File: src/ptim_defines.vh
`ifndef PTIM_DEFINES_VH
`define PTIM_DEFINES_VH

// ****************************************
// Bus address and command codes
// ****************************************
`define PTIM_BUS_ADDR 7'h41
`define PTIM_CMD_TIMING 8'h03
`define PTIM_CMD_CONTROL 8'h04
`define PTIM_CMD_CANCEL 8'h05
`define PTIM_CMD_LOW_THR 8'h06
`define PTIM_CMD_HIGH_THR 8'h07
`define PTIM_CMD_CH1 8'h08
`define PTIM_CMD_CH2 8'h09
`define PTIM_CMD_CH3 8'h0A
`define PTIM_CMD_FLAGS 8'h0D
`define PTIM_CMD_IDENT 8'h0E

// ****************************************
// Field positions
// ****************************************
// Timing register, low byte
`define PTIM_DUTY_HI 7
`define PTIM_DUTY_LO 6
`define PTIM_PERS_HI 5
`define PTIM_PERS_LO 4
`define PTIM_ALERT_EN_HI 1
`define PTIM_ALERT_EN_LO 0
// Timing register, high byte
`define PTIM_MPX_EN_BIT 13
`define PTIM_MPX_ALERT_BIT 12
`define PTIM_ALERT_TYPE_BIT 11
// Control register, low byte
`define PTIM_LED_SEL_HI 6
`define PTIM_LED_SEL_LO 5
`define PTIM_FORCE_BIT 3
`define PTIM_TRIG_BIT 2
`define PTIM_LOGIC_OUT_BIT 1
// Flag byte positions
`define PTIM_FLAG_READY 7
`define PTIM_FLAG_SUN 6
`define PTIM_FLAG_CLOSE 1
`define PTIM_FLAG_AWAY 0
`define PTIM_FLAG_USED 8'hC3

// ****************************************
// Reset values and timing
// ****************************************
`define PTIM_TIMING_RST 16'h0000
`define PTIM_CONTROL_RST 16'h0000
`define PTIM_CANCEL_RST 16'h0000
`define PTIM_LOW_THR_RST 16'h0000
`define PTIM_HIGH_THR_RST 16'hFFFF
`define PTIM_PERIOD_BASE 2000

`endif

File: src/ptim_top.v
`timescale 1ns/1ps
`default_nettype none
`include "ptim_defines.vh"

// What this block does
// [RULE1] Hold writable 16-bit high threshold at 0x07
// [RULE2] Present three channel results at 0x08-0x0A
// [RULE3] Close flag bit 1 at 0x0D, 5:2 reserved
// [RULE4] Away flag bit 0 below low threshold
// [RULE5] Sunlight flag bit 6, sequence ready bit 7
// [RULE6] Answer address 0x41, identity at 0x0E
// [RULE7] Pulse selected LED at programmable duty ratio
// [RULE8] Defaults at reset, commands accepted immediately
// [RULE9] Close alert after 1-4 consecutive exceeding periods
// [RULE10] Forced mode measures only on trigger write
// [RULE11] Subtract cancellation level from raw measurement
// [RULE12] Enabled alert drives alert pin low
// [RULE13] Registers stay accessible while alert asserted
// [RULE14] Any flag rising pulls alert pin low; ready flag only when its alert bit (timing bit 12) is set
// [RULE15] Reading flags clears them, releases alert
// [RULE16] Logic output mode: pin low while close
// [RULE17] Host treats logic output as plain level
// [RULE18] No alert between thresholds, hysteresis holds
// [RULE19] Single channel result goes to its register
// [RULE20] Multiplex trigger runs LED1, LED2, LED3 sequence
// [RULE21] Sequence end sets ready flag, optional alert
// [RULE22] Host should choose window alert type
// [RULE23] Trigger bit clears itself after starting
// [RULE24] Hold low threshold at 0x06
// [RULE25] Hold cancellation level at 0x05
// [RULE26] Mode bit zero alert, one logic output
// [RULE27] Alert released cycle after flags all clear
module ptim_top #(
   parameter PERIOD_BASE = `PTIM_PERIOD_BASE,
   parameter [7:0] ID_LOW = 8'h5A, // Arbitrary identity value
   parameter [3:0] VERSION = 4'h3 // Arbitrary version value
) (
   // Clock and reset
   input wire CLK,
   input wire RESET,
   // Two-wire bus pins
   input wire SCL_IN,
   input wire SDA_IN,
   output reg SDA_OUT,
   output reg SDA_OE_N,
   // Alert pin
   output reg ALERT_OUT,
   output reg ALERT_OE_N,
   // Analog front end
   output reg MEAS_REQ,
   output reg [2:0] LED_DRIVE,
   input wire RAW_VALID,
   input wire [15:0] RAW_DATA,
   input wire SUN_PROTECT
);
   // ****************************************
   // Declarations
   // ****************************************
   localparam [3:0] S_IDLE = 4'h0, S_ADDR = 4'h1, S_AACK = 4'h2, S_CMD = 4'h3;
   localparam [3:0] S_CACK = 4'h4, S_WDATA = 4'h5, S_WACK = 4'h6, S_RDATA = 4'h7;
   localparam [3:0] S_RACK = 4'h8;
   localparam [1:0] M_IDLE = 2'h0, M_REQ = 2'h1, M_WAIT = 2'h2;
   reg [2:0] scl_s_r, sda_s_r, sun_s_r;
   reg [3:0] st_r;
   reg [3:0] cnt_r;
   reg [7:0] sh_r, tx_r, cmd_r, wlo_r;
   reg rw_r, bidx_r, mnack_r;
   reg [15:0] timing_r, control_r, cancel_r, low_thr_r, high_thr_r;
   reg [15:0] res1_r, res2_r, res3_r;
   reg [7:0] flags_r;
   reg near_r;
   reg [2:0] pers_r;
   reg [1:0] mst_r, chan_r;
   reg mpx_run_r;
   reg [18:0] tmr_r;
   reg trig_r;
   wire scl_rise = scl_s_r[1] & ~scl_s_r[2];
   wire scl_fall = ~scl_s_r[1] & scl_s_r[2];
   wire bus_start = scl_s_r[1] & scl_s_r[2] & ~sda_s_r[1] & sda_s_r[2];
   wire bus_stop = scl_s_r[1] & scl_s_r[2] & sda_s_r[1] & ~sda_s_r[2];
   wire sda_now = sda_s_r[1];
   wire force_en = control_r[`PTIM_FORCE_BIT];
   wire mpx_en = timing_r[`PTIM_MPX_EN_BIT];
   wire logic_mode = control_r[`PTIM_LOGIC_OUT_BIT];
   wire win_type = timing_r[`PTIM_ALERT_TYPE_BIT];
   wire [1:0] alert_en = timing_r[`PTIM_ALERT_EN_HI:`PTIM_ALERT_EN_LO];
   wire [1:0] led_sel = control_r[`PTIM_LED_SEL_HI:`PTIM_LED_SEL_LO];
   wire [1:0] sel_chan = (led_sel == 2'h3) ? 2'h2 : led_sel;
   wire [2:0] pers_target = {1'b0, timing_r[`PTIM_PERS_HI:`PTIM_PERS_LO]} + 3'h1;
   wire [1:0] duty = timing_r[`PTIM_DUTY_HI:`PTIM_DUTY_LO];
   // ****************************************
   // Pin synchronisers
   // ****************************************
   // Stage 0 feeds only stage 1; logic reads stages 1 and 2
   always @(posedge CLK) begin
      if (RESET) begin
         scl_s_r <= 3'h7;
         sda_s_r <= 3'h7;
         sun_s_r <= 3'h0;
      end else begin
         scl_s_r <= {scl_s_r[1:0], SCL_IN};
         sda_s_r <= {sda_s_r[1:0], SDA_IN};
         sun_s_r <= {sun_s_r[1:0], SUN_PROTECT};
      end
   end
   // ****************************************
   // Read data selection
   // ****************************************
   // Word returned for the current command code
   reg [15:0] rd_word;
   always @* begin
      case (cmd_r)
         `PTIM_CMD_TIMING: rd_word = timing_r;
         `PTIM_CMD_CONTROL: rd_word = control_r;
         `PTIM_CMD_CANCEL: rd_word = cancel_r;
         `PTIM_CMD_LOW_THR: rd_word = low_thr_r;
         `PTIM_CMD_HIGH_THR: rd_word = high_thr_r; // RULE1
         `PTIM_CMD_CH1: rd_word = res1_r; // RULE2
         `PTIM_CMD_CH2: rd_word = res2_r;
         `PTIM_CMD_CH3: rd_word = res3_r;
         `PTIM_CMD_FLAGS: rd_word = {flags_r & `PTIM_FLAG_USED, 8'h00}; // RULE3
         `PTIM_CMD_IDENT: rd_word = {4'h0, VERSION, ID_LOW}; // RULE6
         default: rd_word = 16'h0000;
      endcase
   end
   // Byte loaded after a master ACK is the other half; flags clear as their byte loads
   wire [7:0] tx_next = bidx_r ? rd_word[7:0] : rd_word[15:8];
   wire rd_flags = (cmd_r == `PTIM_CMD_FLAGS) & ~bidx_r;
   // ****************************************
   // Two-wire slave
   // ****************************************
   // Registers stay reachable whatever the alert pin does
   reg wr_commit;
   reg [7:0] flag_clr;
   always @(posedge CLK) begin // RULE13
      if (RESET) begin
         st_r <= S_IDLE;
         cnt_r <= 4'h0;
         sh_r <= 8'h00;
         tx_r <= 8'h00;
         cmd_r <= 8'h00;
         wlo_r <= 8'h00;
         rw_r <= 1'b0;
         bidx_r <= 1'b0;
         mnack_r <= 1'b0;
         SDA_OE_N <= 1'b1;
         SDA_OUT <= 1'b0;
         wr_commit <= 1'b0;
         flag_clr <= 8'h00;
      end else begin
         wr_commit <= 1'b0;
         flag_clr <= 8'h00;
         if (bus_start) begin
            st_r <= S_ADDR;
            cnt_r <= 4'h0;
            SDA_OE_N <= 1'b1;
         end else if (bus_stop) begin
            st_r <= S_IDLE;
            SDA_OE_N <= 1'b1;
         end else if (scl_rise) begin
            if (st_r == S_ADDR || st_r == S_CMD || st_r == S_WDATA) begin
               sh_r <= {sh_r[6:0], sda_now};
               cnt_r <= cnt_r + 4'h1;
            end else if (st_r == S_RDATA) begin
               cnt_r <= cnt_r + 4'h1;
            end else if (st_r == S_RACK) begin
               mnack_r <= sda_now;
            end
         end else if (scl_fall) begin
            case (st_r)
               S_ADDR: begin
                  if (cnt_r == 4'h8) begin
                     if (sh_r[7:1] == `PTIM_BUS_ADDR) begin // RULE6
                        rw_r <= sh_r[0];
                        SDA_OE_N <= 1'b0;
                        st_r <= S_AACK;
                     end else begin
                        st_r <= S_IDLE;
                     end
                  end
               end
               S_AACK: begin
                  cnt_r <= 4'h0;
                  bidx_r <= 1'b0;
                  if (rw_r) begin
                     tx_r <= {rd_word[6:0], 1'b0};
                     SDA_OE_N <= rd_word[7];
                     st_r <= S_RDATA;
                  end else begin
                     SDA_OE_N <= 1'b1;
                     st_r <= S_CMD;
                  end
               end
               S_CMD: begin
                  if (cnt_r == 4'h8) begin
                     cmd_r <= sh_r;
                     SDA_OE_N <= 1'b0;
                     st_r <= S_CACK;
                  end
               end
               S_CACK: begin
                  SDA_OE_N <= 1'b1;
                  cnt_r <= 4'h0;
                  st_r <= S_WDATA;
               end
               S_WDATA: begin
                  if (cnt_r == 4'h8) begin
                     if (!bidx_r)
                        wlo_r <= sh_r;
                     else
                        wr_commit <= 1'b1;
                     SDA_OE_N <= 1'b0;
                     st_r <= S_WACK;
                  end
               end
               S_WACK: begin
                  SDA_OE_N <= 1'b1;
                  cnt_r <= 4'h0;
                  bidx_r <= ~bidx_r;
                  st_r <= S_WDATA;
               end
               S_RDATA: begin
                  if (cnt_r == 4'h8) begin
                     SDA_OE_N <= 1'b1;
                     st_r <= S_RACK;
                  end else begin
                     SDA_OE_N <= tx_r[7];
                     tx_r <= {tx_r[6:0], 1'b0};
                  end
               end
               S_RACK: begin
                  if (mnack_r) begin
                     st_r <= S_IDLE;
                  end else begin
                     bidx_r <= ~bidx_r;
                     cnt_r <= 4'h0;
                     tx_r <= {tx_next[6:0], 1'b0};
                     SDA_OE_N <= tx_next[7];
                     st_r <= S_RDATA;
                  end
               end
               default: st_r <= S_IDLE;
            endcase
         end
         // Flags shown in a read are cleared once that byte is loaded
         if (scl_fall && st_r == S_RACK && !mnack_r && rd_flags)
            flag_clr <= flags_r; // RULE15
      end
   end
   // ****************************************
   // Writable registers
   // ****************************************
   // Word commit on the second data byte; trigger never reads back as one
   wire [15:0] wr_word = {sh_r, wlo_r};
   always @(posedge CLK) begin // RULE8
      if (RESET) begin
         timing_r <= `PTIM_TIMING_RST;
         control_r <= `PTIM_CONTROL_RST;
         cancel_r <= `PTIM_CANCEL_RST;
         low_thr_r <= `PTIM_LOW_THR_RST;
         high_thr_r <= `PTIM_HIGH_THR_RST;
         trig_r <= 1'b0;
      end else begin
         trig_r <= 1'b0;
         if (wr_commit) begin
            case (cmd_r)
               `PTIM_CMD_TIMING: timing_r <= wr_word;
               `PTIM_CMD_CONTROL: begin
                  control_r <= wr_word & ~(16'h0001 << `PTIM_TRIG_BIT); // RULE23
                  trig_r <= wr_word[`PTIM_TRIG_BIT] & wr_word[`PTIM_FORCE_BIT]; // RULE10
               end
               `PTIM_CMD_CANCEL: cancel_r <= wr_word; // RULE25
               `PTIM_CMD_LOW_THR: low_thr_r <= wr_word; // RULE24
               `PTIM_CMD_HIGH_THR: high_thr_r <= wr_word; // RULE1
               default: ;
            endcase
         end
      end
   end
   // ****************************************
   // Measurement sequencer
   // ****************************************
   // Cancelled value, floored at zero
   wire [15:0] meas_val = (RAW_DATA > cancel_r) ? RAW_DATA - cancel_r : 16'h0000; // RULE11
   wire meas_done = (mst_r == M_WAIT) & RAW_VALID;
   wire [18:0] period = PERIOD_BASE[18:0] << duty; // RULE7
   wire tick = ~force_en & (tmr_r >= period - 19'h1);
   wire seq_end = meas_done & mpx_run_r & (chan_r == 2'h2);
   always @(posedge CLK) begin
      if (RESET) begin
         mst_r <= M_IDLE;
         chan_r <= 2'h0;
         mpx_run_r <= 1'b0;
         tmr_r <= 19'h0;
         MEAS_REQ <= 1'b0;
         LED_DRIVE <= 3'h0;
         res1_r <= 16'h0000;
         res2_r <= 16'h0000;
         res3_r <= 16'h0000;
      end else begin
         MEAS_REQ <= 1'b0;
         tmr_r <= tick ? 19'h0 : tmr_r + 19'h1;
         case (mst_r)
            M_IDLE: begin
               // Forced mode waits for a trigger; normal mode runs on the timer
               if (trig_r || tick) begin // RULE10
                  mpx_run_r <= trig_r & mpx_en; // RULE20
                  chan_r <= (trig_r & mpx_en) ? 2'h0 : sel_chan;
                  mst_r <= M_REQ;
               end
            end
            M_REQ: begin
               MEAS_REQ <= 1'b1;
               LED_DRIVE <= 3'h1 << chan_r; // RULE7
               mst_r <= M_WAIT;
            end
            M_WAIT: begin
               if (RAW_VALID) begin
                  LED_DRIVE <= 3'h0;
                  case (chan_r) // RULE19
                     2'h0: res1_r <= meas_val;
                     2'h1: res2_r <= meas_val;
                     default: res3_r <= meas_val;
                  endcase
                  if (mpx_run_r && chan_r != 2'h2) begin
                     chan_r <= chan_r + 2'h1; // RULE20
                     mst_r <= M_REQ;
                  end else begin
                     mpx_run_r <= 1'b0;
                     mst_r <= M_IDLE;
                  end
               end
            end
            default: mst_r <= M_IDLE;
         endcase
      end
   end
   // ****************************************
   // Threshold detection and flags
   // ****************************************
   // Detection runs on the selected channel's result
   wire judge = meas_done & (chan_r == sel_chan);
   wire above = meas_val > high_thr_r;
   wire below = meas_val < low_thr_r;
   wire [2:0] pers_inc = (pers_r == 3'h7) ? pers_r : pers_r + 3'h1;
   reg [7:0] flag_set;
   always @* begin
      flag_set = 8'h00;
      if (judge && above && pers_inc >= pers_target && (!near_r || !win_type))
         flag_set[`PTIM_FLAG_CLOSE] = alert_en[0]; // RULE3 RULE9
      if (judge && below && (near_r || !win_type))
         flag_set[`PTIM_FLAG_AWAY] = alert_en[1]; // RULE4
      flag_set[`PTIM_FLAG_SUN] = sun_s_r[1] & ~sun_s_r[2]; // RULE5
      flag_set[`PTIM_FLAG_READY] = seq_end; // RULE21
   end
   always @(posedge CLK) begin
      if (RESET) begin
         flags_r <= 8'h00;
         near_r <= 1'b0;
         pers_r <= 3'h0;
      end else begin
         // A set in the same cycle as the read clear wins
         flags_r <= (flags_r & ~flag_clr) | flag_set; // RULE15
         if (judge) begin
            if (above) begin
               pers_r <= pers_inc;
               if (pers_inc >= pers_target)
                  near_r <= 1'b1; // RULE9
            end else if (below) begin
               pers_r <= 3'h0;
               near_r <= 1'b0;
            end else begin
               pers_r <= 3'h0; // RULE18
            end
         end
      end
   end
   // ****************************************
   // Alert pin
   // ****************************************
   // Level follows detection in logic mode, pending flags otherwise
   wire flag_alert = |(flags_r & {timing_r[`PTIM_MPX_ALERT_BIT], 7'h43}); // RULE14 RULE21
   always @(posedge CLK) begin
      if (RESET) begin
         ALERT_OE_N <= 1'b1;
         ALERT_OUT <= 1'b0;
      end else begin
         if (logic_mode)
            ALERT_OE_N <= ~near_r; // RULE16 RULE26
         else
            ALERT_OE_N <= ~flag_alert; // RULE12 RULE27
      end
   end

endmodule

`default_nettype wire

File: config.mk
export PLATFORM = sky130hd
export DESIGN_NAME = ptim_top
export DESIGN_NICKNAME = d
export VERILOG_FILES = /design/src/ptim_top.v
export VERILOG_INCLUDE_DIRS = /design/src
export SDC_FILE = /design/constraint.sdc
export NUM_CORES = 1
export LEC_CHECK = 0
export BUFFER_PORTS_ARGS = -buffer_cell sky130_fd_sc_hd__buf_4
export CAP_MARGIN = 30
export CORE_ASPECT_RATIO = 1.5
export CORE_MARGIN = 2
export CORE_UTILIZATION = 50
export DETAILED_ROUTE_END_ITERATION = 7
export PLACE_DENSITY = 0.66
export RECOVER_POWER = 25
export SYNTH_ARGS = -nofsm -noshare
export SYNTH_HDL_FRONTEND = slang
export SYNTH_SLANG_ARGS = --single-unit
export TNS_END_PERCENT = 100
File: constraint.sdc
create_clock -name CLK -period 9.75 [get_ports CLK]
set_input_delay 1.4625 -clock CLK [delete_from_list [all_inputs] [get_ports CLK]]
set_output_delay 1.4625 -clock CLK [all_outputs]
set_load 0.005 [all_outputs]
==> results_dict.tcl, run 1 <==
set metrics [dict create \
    status "finished, violations left" \
    failed_checks "max-capacitance violations, max-slew violations" \
    die_w_um 132 \
    routabilityCongestion 0.994 \
    grt_pass1_wl_um 62200 \
    synth_common_cells "226 x nand2_1, 222 x dfxtp_1, 175 x a21oi_1" \
    pre_cts_ws_ns 4.28 \
    drt_iter0_markers 829 \
    synth_edf_count 0 \
    vdd_drop_max_mv 0.120 \
    worst_slack_ns 4.56 \
    hpwl_um 29400 \
    yosysWarnings 0 \
    min_period_ns 5.19 \
    io_pins 30 \
    synth_top_area_share_pct 36.0 \
    min_from "sda_s_r[0]$_SDFF_PP1_" \
    slew_violations 111 \
    r2r_end "pers_r[0]$_SDFFE_PP0P_" \
    p_per_area_nw_per_um2 148 \
    cts_root_buf "clkbuf_16" \
    nets 1642 \
    path_clk_slew_ns 0.06 \
    cp_slowest_cell "clkbuf_1" \
    cp.arrival_ns 5.61 \
    dieArea_um2 26000 \
    synth_cells 1570 \
    fillers 2452 \
    top_usage_layer "met2" \
    synth_adder_area_share_pct 8.26 \
    grt_use_met3_pct 2.73 \
    drive_above_1_share_pct 7.20 \
    finalNonFillerCells 1879 \
    crit_family "buffers and inverters" \
    cts_setup_buffers 0 \
    wl_um 40200 \
    htree_levels 1 \
    tns_ns 0 \
    max_clock_freq_ghz 0.193 \
    grt_util_met1_pct 35.0 \
    placed_area_um2 12700 \
    synth_top_area_cell "dfxtp_1" \
    cts_sinks 222 \
    synth_xor_area_share_pct 2.27 \
    ys_seq_elements 222 \
    clock_skew_ns 0.0365 \
    muxShareOfSynthArea_pct 3.76 \
    cts_buffers 23 \
    yosys.area_share.simple_pct 23.3 \
    grt_antenna_before_repair 0 \
    post-route-period-util_pct 53.2 \
    ant_nets 0 \
    dp_cells 1838 \
    cts_buffer_depth 3 \
    ys_types 81 \
    ys_async_sr_fraction_pct 0 \
    startpoint_type "input pin" \
    track_usage_pct 30.9 \
    grt-ovfl-total 0 \
    core.rowCount 70 \
    setup_violations 0 \
    cap_violations 2 \
    synth_compound_area_share_pct 20.2 \
    fin_area_um2 13500 \
    grt_pass1_vias 10900 \
    worst_pin_slew_ns 3.37 \
    via_count 11400 \
    avgSynthCellArea_um2 7.86 \
    n_antenna_cell 0 \
    core_um2 24300 \
    cts_tree "done" \
    yosysMostFrequentCell "nand2_1" \
    syn_to_final_growth_pct 9.36 \
    hold-path-cell-count 1 \
    routedWlPerCell_um 21.4 \
    hold_viol 0 \
    crit_path_cell_trace "clkbuf_4, clkbuf_1, buf_4, nor3b_1, and3_1, and2_1" \
    rsz0062_at_grt "false" \
    cp_num_buf_inv 3 \
    synth_flop_cell "dfxtp_1" \
    cts-hold-fix-buffers 0 \
    start_util_pct 50.7 \
    fp.dieH_um 196 \
    hold_class "reg -> reg" \
    io_buffer_count 27 \
    first_pass_iters 5 \
    seq_area_frac_synth_pct 36.0 \
    reg2reg_depth 18 \
    synth_area_um2 12300 \
    critPathMaxFanout 96 \
    worstPathRequired_ns 10.17 \
    slew-limit-headroom_pct -125 \
    total_power_mw 2.00 \
    viasPerCell 6.06 \
    met2_usage_pct 54.3 \
    worstReg2RegStart "cancel_r[0]$_SDFFE_PP0P_" \
    leakage_nw 4.91 \
    critical_path_class "in -> reg" \
    synth_top_family_by_area "simple AND/OR/NAND/NOR gates" \
    synthTopCellsByArea "dfxtp_1 36%, ha_1 8.0%, a21oi_1 7.1%, nand2_1 6.9%, nand3_1 4.2%" \
    cts_resized 0 \
    clk-insertion-delay-late_ns 0.56 \
    grt_max_degree 97 \
    slowest_delay_ns 2.36 \
    drc 0 \
    rrSetupSlack_ns 5.31 \
    multiInputGateArea_um2 7170 \
    endpoint_kind "flip-flop" \
    holdPathEnd "sda_s_r[1]$_SDFF_PP1_" \
    seq_area_um2 4450 \
]
[logic make-up (layout without fill, tap and decap cells)]
group,after synthesis,count (layout)
AOI/OAI and AO/OA,392,392
buffers and inverters,188,168
other,2,7
xor gates and xnor gates,32,32
and+or+nand+nor,607,607
DFF,222,222
adders and majority gates,81,81
muxes,46,46
[flip-flops by register name, indices dropped and copies added, names as in the netlist, 7 cells and up]
signal and flops:
res1_r 16, high_thr_r 16, tmr_r 19, cmd_r 8, timing_r 16, res2_r 16
control_r 15, low_thr_r 16, tx_r 7, sh_r 8, wlo_r 8, res3_r 16
cancel_r 16
[cells in the final DEF, fill, tap and decap left out, types with 8 or more instances in the layout]
cell type / synthesis / final
a211oi_1: 10 / 10
a21o_1: 18 / 18
a21oi_1: 175 / 175
a22oi_1: 32 / 32
a31oi_1: 10 / 10
and2_1: 14 / 14
and3_1: 19 / 19
buf_4: 5 / 34
clkbuf_16: 0 / 24
dfxtp_1: 222 / 220
ha_1: 79 / 79
inv_1: 82 / 82
mux2i_1: 43 / 43
nand2_1: 226 / 226
nand2b_1: 18 / 18
nand3_1: 104 / 104
nand3b_1: 9 / 9
nand4_1: 21 / 21
nor2_1: 103 / 103
nor2b_1: 18 / 18
nor3_1: 27 / 25
nor4_1: 8 / 8
o211ai_1: 26 / 26
o21ai_0: 37 / 37
o22ai_1: 9 / 9
or2_2: 8 / 8
or3_1: 10 / 10
xnor2_1: 15 / 15
xor2_1: 17 / 17
[per-layer routing]
| metal | part of all wire, % | vias up | wire length, um |
|---|---|---|---|
| met5 | 0 | - | 0 |
| met4 | 8.5 | 0 | 3430 |
| met3 | 5.6 | 133 | 2240 |
| met2 | 49 | 406 | 19800 |
| met1 | 37 | 5356 | 14700 |
| li1 | - | 5485 | - |
[through the flow]
step	hold WS, ns	util [%]
after CTS	0.420	55.3
final	0.417	55.4
after detailed placement	0.405	52.0
after global routing	0.443	55.4
after global placement	0.402	52.0
after floorplan	0.389	-
[worst max-delay path by stage]
stage / startpoint / end / cells after the start
3_3_place_gp: RAW_DATA[0] / pers_r[0]$_SDFFE_PP0P_ / 20
4_1_cts: RAW_DATA[0] / pers_r[0]$_SDFFE_PP0P_ / 20
3_5_place_dp: RAW_DATA[0] / pers_r[0]$_SDFFE_PP0P_ / 20
6_report: RESET / flag_clr[0]$_SDFF_PP0_ / 6
2_1_floorplan: RAW_DATA[0] / pers_r[0]$_SDFFE_PP0P_ / 19
5_1_grt: RESET / flag_clr[1]$_SDFF_PP0_ / 6
[layout make-up]
| class | count | share of cell area (%) |
|---|---|---|
| multi-input combinational | 1165 | 53.2 |
| clock buffer | 33 | 5.06 |
| clock inverter | 7 | 0.927 |
| timing repair buffer | 44 | 2.52 |
| inverter | 84 | 2.34 |
| tap | 324 | 3.01 |
| sequential | 222 | 33.0 |
[power breakdown]
part / internal, mW / switching, mW / leakage (nW)
Combinational: 0.0476 / 0.0854 / 2.72
Sequential: 0.911 / 0.00565 / 1.79
Clock: 0.567 / 0.379 / 0.401
(Power assumes the default switching activity.)
==> run 2: changes to the inputs <==
Settings changed: ABC_AREA set to 1, PLACE_DENSITY 0.66 to 0.69.
Clock period 9.75 ns to 4.6 ns, I/O delays scaled along.
==> results_dict.tcl, run 2 <==
set metrics [dict create \
    status "finished, violations left" \
    failed_checks "max-capacitance violations, max-slew violations" \
    viasPerCell 5.64 \
    cts_sinks 222 \
    rrSetupSlack_ns 0.95 \
    wl_um 33200 \
    hold-path-cell-count 2 \
    hold_class "in -> reg" \
    vdd_drop_max_mv 0.292 \
    rsz0062_at_grt "false" \
    n_antenna_cell 0 \
    p_per_area_nw_per_um2 326 \
    ant_nets 0 \
    cp-startpoint "RESET" \
    synth_common_cells "222 x dfxtp_1, 217 x nand2_1, 200 x inv_1" \
    track_usage_pct 27.3 \
    dp_cells 1847 \
    worstReg2RegStart "cancel_r[2]$_SDFFE_PP0P_" \
    endpoint_kind "flip-flop" \
    slew-limit-headroom_pct -59.2 \
    syn_to_final_growth_pct 10.8 \
    cts_buffers 23 \
    yosysMostFrequentCell "dfxtp_1" \
    ys_types 57 \
    min_from "SCL_IN" \
    finalNonFillerCells 1889 \
    grt_pass1_wl_um 52600 \
    worstPathRequired_ns 4.98 \
    core.rowCount 68 \
    worst_pin_slew_ns 2.39 \
    synth_edf_count 0 \
    cts_tree "done" \
    drc 0 \
    routabilityCongestion 0.929 \
    cp.arrival_ns 4.20 \
    via_count 10700 \
    startpoint_type "input pin" \
    io_pins 30 \
    hpwl_um 24800 \
    core_um2 22900 \
    slew_violations 50 \
    synth_compound_area_share_pct 21.4 \
    setup_violations 0 \
    fp.dieH_um 190 \
    drt_iter0_markers 808 \
    min_period_ns 3.82 \
    muxShareOfSynthArea_pct 0.0973 \
    io_buffer_count 27 \
    critical_path_class "in -> reg" \
    cts_root_buf "clkbuf_16" \
    clock_skew_ns 0.0107 \
    synth_area_um2 11600 \
    synthTopCellsByArea "dfxtp_1 38%, ha_1 8.5%, a21oi_1 7.5%, nand2_1 7.0%, inv_1 6.5%" \
    critPathMaxFanout 49 \
    ys_seq_elements 222 \
    yosysWarnings 0 \
    path_clk_slew_ns 0.06 \
    hold_viol 0 \
    cap_violations 1 \
    grt-ovfl-total 0 \
    synth_xor_area_share_pct 1.14 \
    routedWlPerCell_um 17.6 \
    tns_ns 0 \
    synth_top_area_share_pct 38.4 \
    layout_commonest_cell "dfxtp_1" \
    top_register "tmr_r" \
    cts_resized 0 \
    synth_cells 1579 \
    synth_top_family_by_area "compound AO/OA/AOI/OAI gates" \
    grt_max_degree 70 \
    htree_levels 1 \
    yosys.area_share.simple_pct 20.5 \
    nets 1694 \
    die_w_um 128 \
    grt_antenna_before_repair 0 \
    leakage_nw 5.33 \
    post-route-period-util_pct 83.1 \
    r2r_end "pers_r[0]$_SDFFE_PP0P_" \
    holdPathEnd "scl_s_r[0]$_SDFF_PP1_" \
    largest_reg_flops 19 \
    clk-insertion-delay-late_ns 0.52 \
    cts-hold-fix-buffers 0 \
    synth_flop_cell "dfxtp_1" \
    reg2reg_depth 20 \
    max_clock_freq_ghz 0.262 \
    start_util_pct 50.5 \
    synth_top_area_cell "dfxtp_1" \
    ys_async_sr_fraction_pct 0 \
    first_pass_iters 7 \
    cts_setup_buffers 0 \
    avgSynthCellArea_um2 7.33 \
    grt_pass1_vias 10200 \
    cts_buffer_depth 3 \
    seq_area_frac_synth_pct 38.4 \
    dieArea_um2 24400 \
    final_cell_mix "222 x dfxtp_1, 217 x nand2_1, 200 x inv_1" \
    synth_adder_area_share_pct 8.72 \
    drive_above_1_share_pct 9.38 \
]
-- run 2: final cells by class --
type,instances,area (um^2)
multi-input combinational,1071,6030
timing repair buffer,44,338
sequential,222,4440
inverter,230,867
tap,280,350
clock buffer,29,628
clock inverter,13,155
fill,2243,10100
-- run 2: metal layers --
metal	global-route usage, %	routed length [um]	up-vias
li1	-	-	5350
met1	32.4	13600	4945
met2	48.7	16500	274
met3	3.23	1560	84
met4	12.6	1540	0
met5	0	0	-
-- run 2: logic make-up (layout without fill, tap and decap cells) --
| family | after synthesis | after routing |
|---|---|---|
| multiplexers | 1 | 1 |
| AND/OR/NAND/NOR | 530 | 530 |
| other | 2 | 7 |
| adder cells (fa/ha/maj) | 80 | 80 |
| AO/OA/AOI/OAI | 438 | 438 |
| flip-flops | 222 | 222 |
| buffers and inverters | 291 | 316 |
| XOR/XNOR | 15 | 15 |
-- run 2: how the worst max path moves through the flow --
stage / slack (ns) / cells after the start / to
after floorplan: 1.13 / 25 / pers_r[0]$_SDFFE_PP0P_
after global placement: 0.62 / 26 / pers_r[0]$_SDFFE_PP0P_
after detailed placement: 0.54 / 26 / pers_r[0]$_SDFFE_PP0P_
after CTS: 0.94 / 24 / pers_r[0]$_SDFFE_PP0P_
after global routing: 0.39 / 4 / tmr_r[14]$_SDFF_PP0_
final: 0.78 / 4 / tmr_r[14]$_SDFF_PP0_
-- run 2: through the flow --
stage,cell area [um^2],util [%],setup WS [ns],power [mW],hold slack (ns)
3_5_place_dp,12000,52.6,0.535,2.26,0.394
3_3_place_gp,12000,52.5,0.617,2.25,0.391
5_1_grt,12800,56.0,0.387,4.31,0.344
6_report,12800,56.0,0.779,4.17,0.357
2_1_floorplan,11600,-,1.13,2.17,0.388
4_1_cts,12800,56.0,0.943,4.20,0.340
-- run 2: report_power, final --
part / total (mW) / switching [mW] / internal, mW
clock: 1.96 / 0.815 / 1.14
combinational: 0.278 / 0.183 / 0.0954
sequential: 1.94 / 0.00707 / 1.93
-- run 2: worst max-delay path: stages --
cell and delay (ns):
clkbuf_1 1.67, clkinv_2 0.92, nand2_1 0.81, nor3b_1 0.10
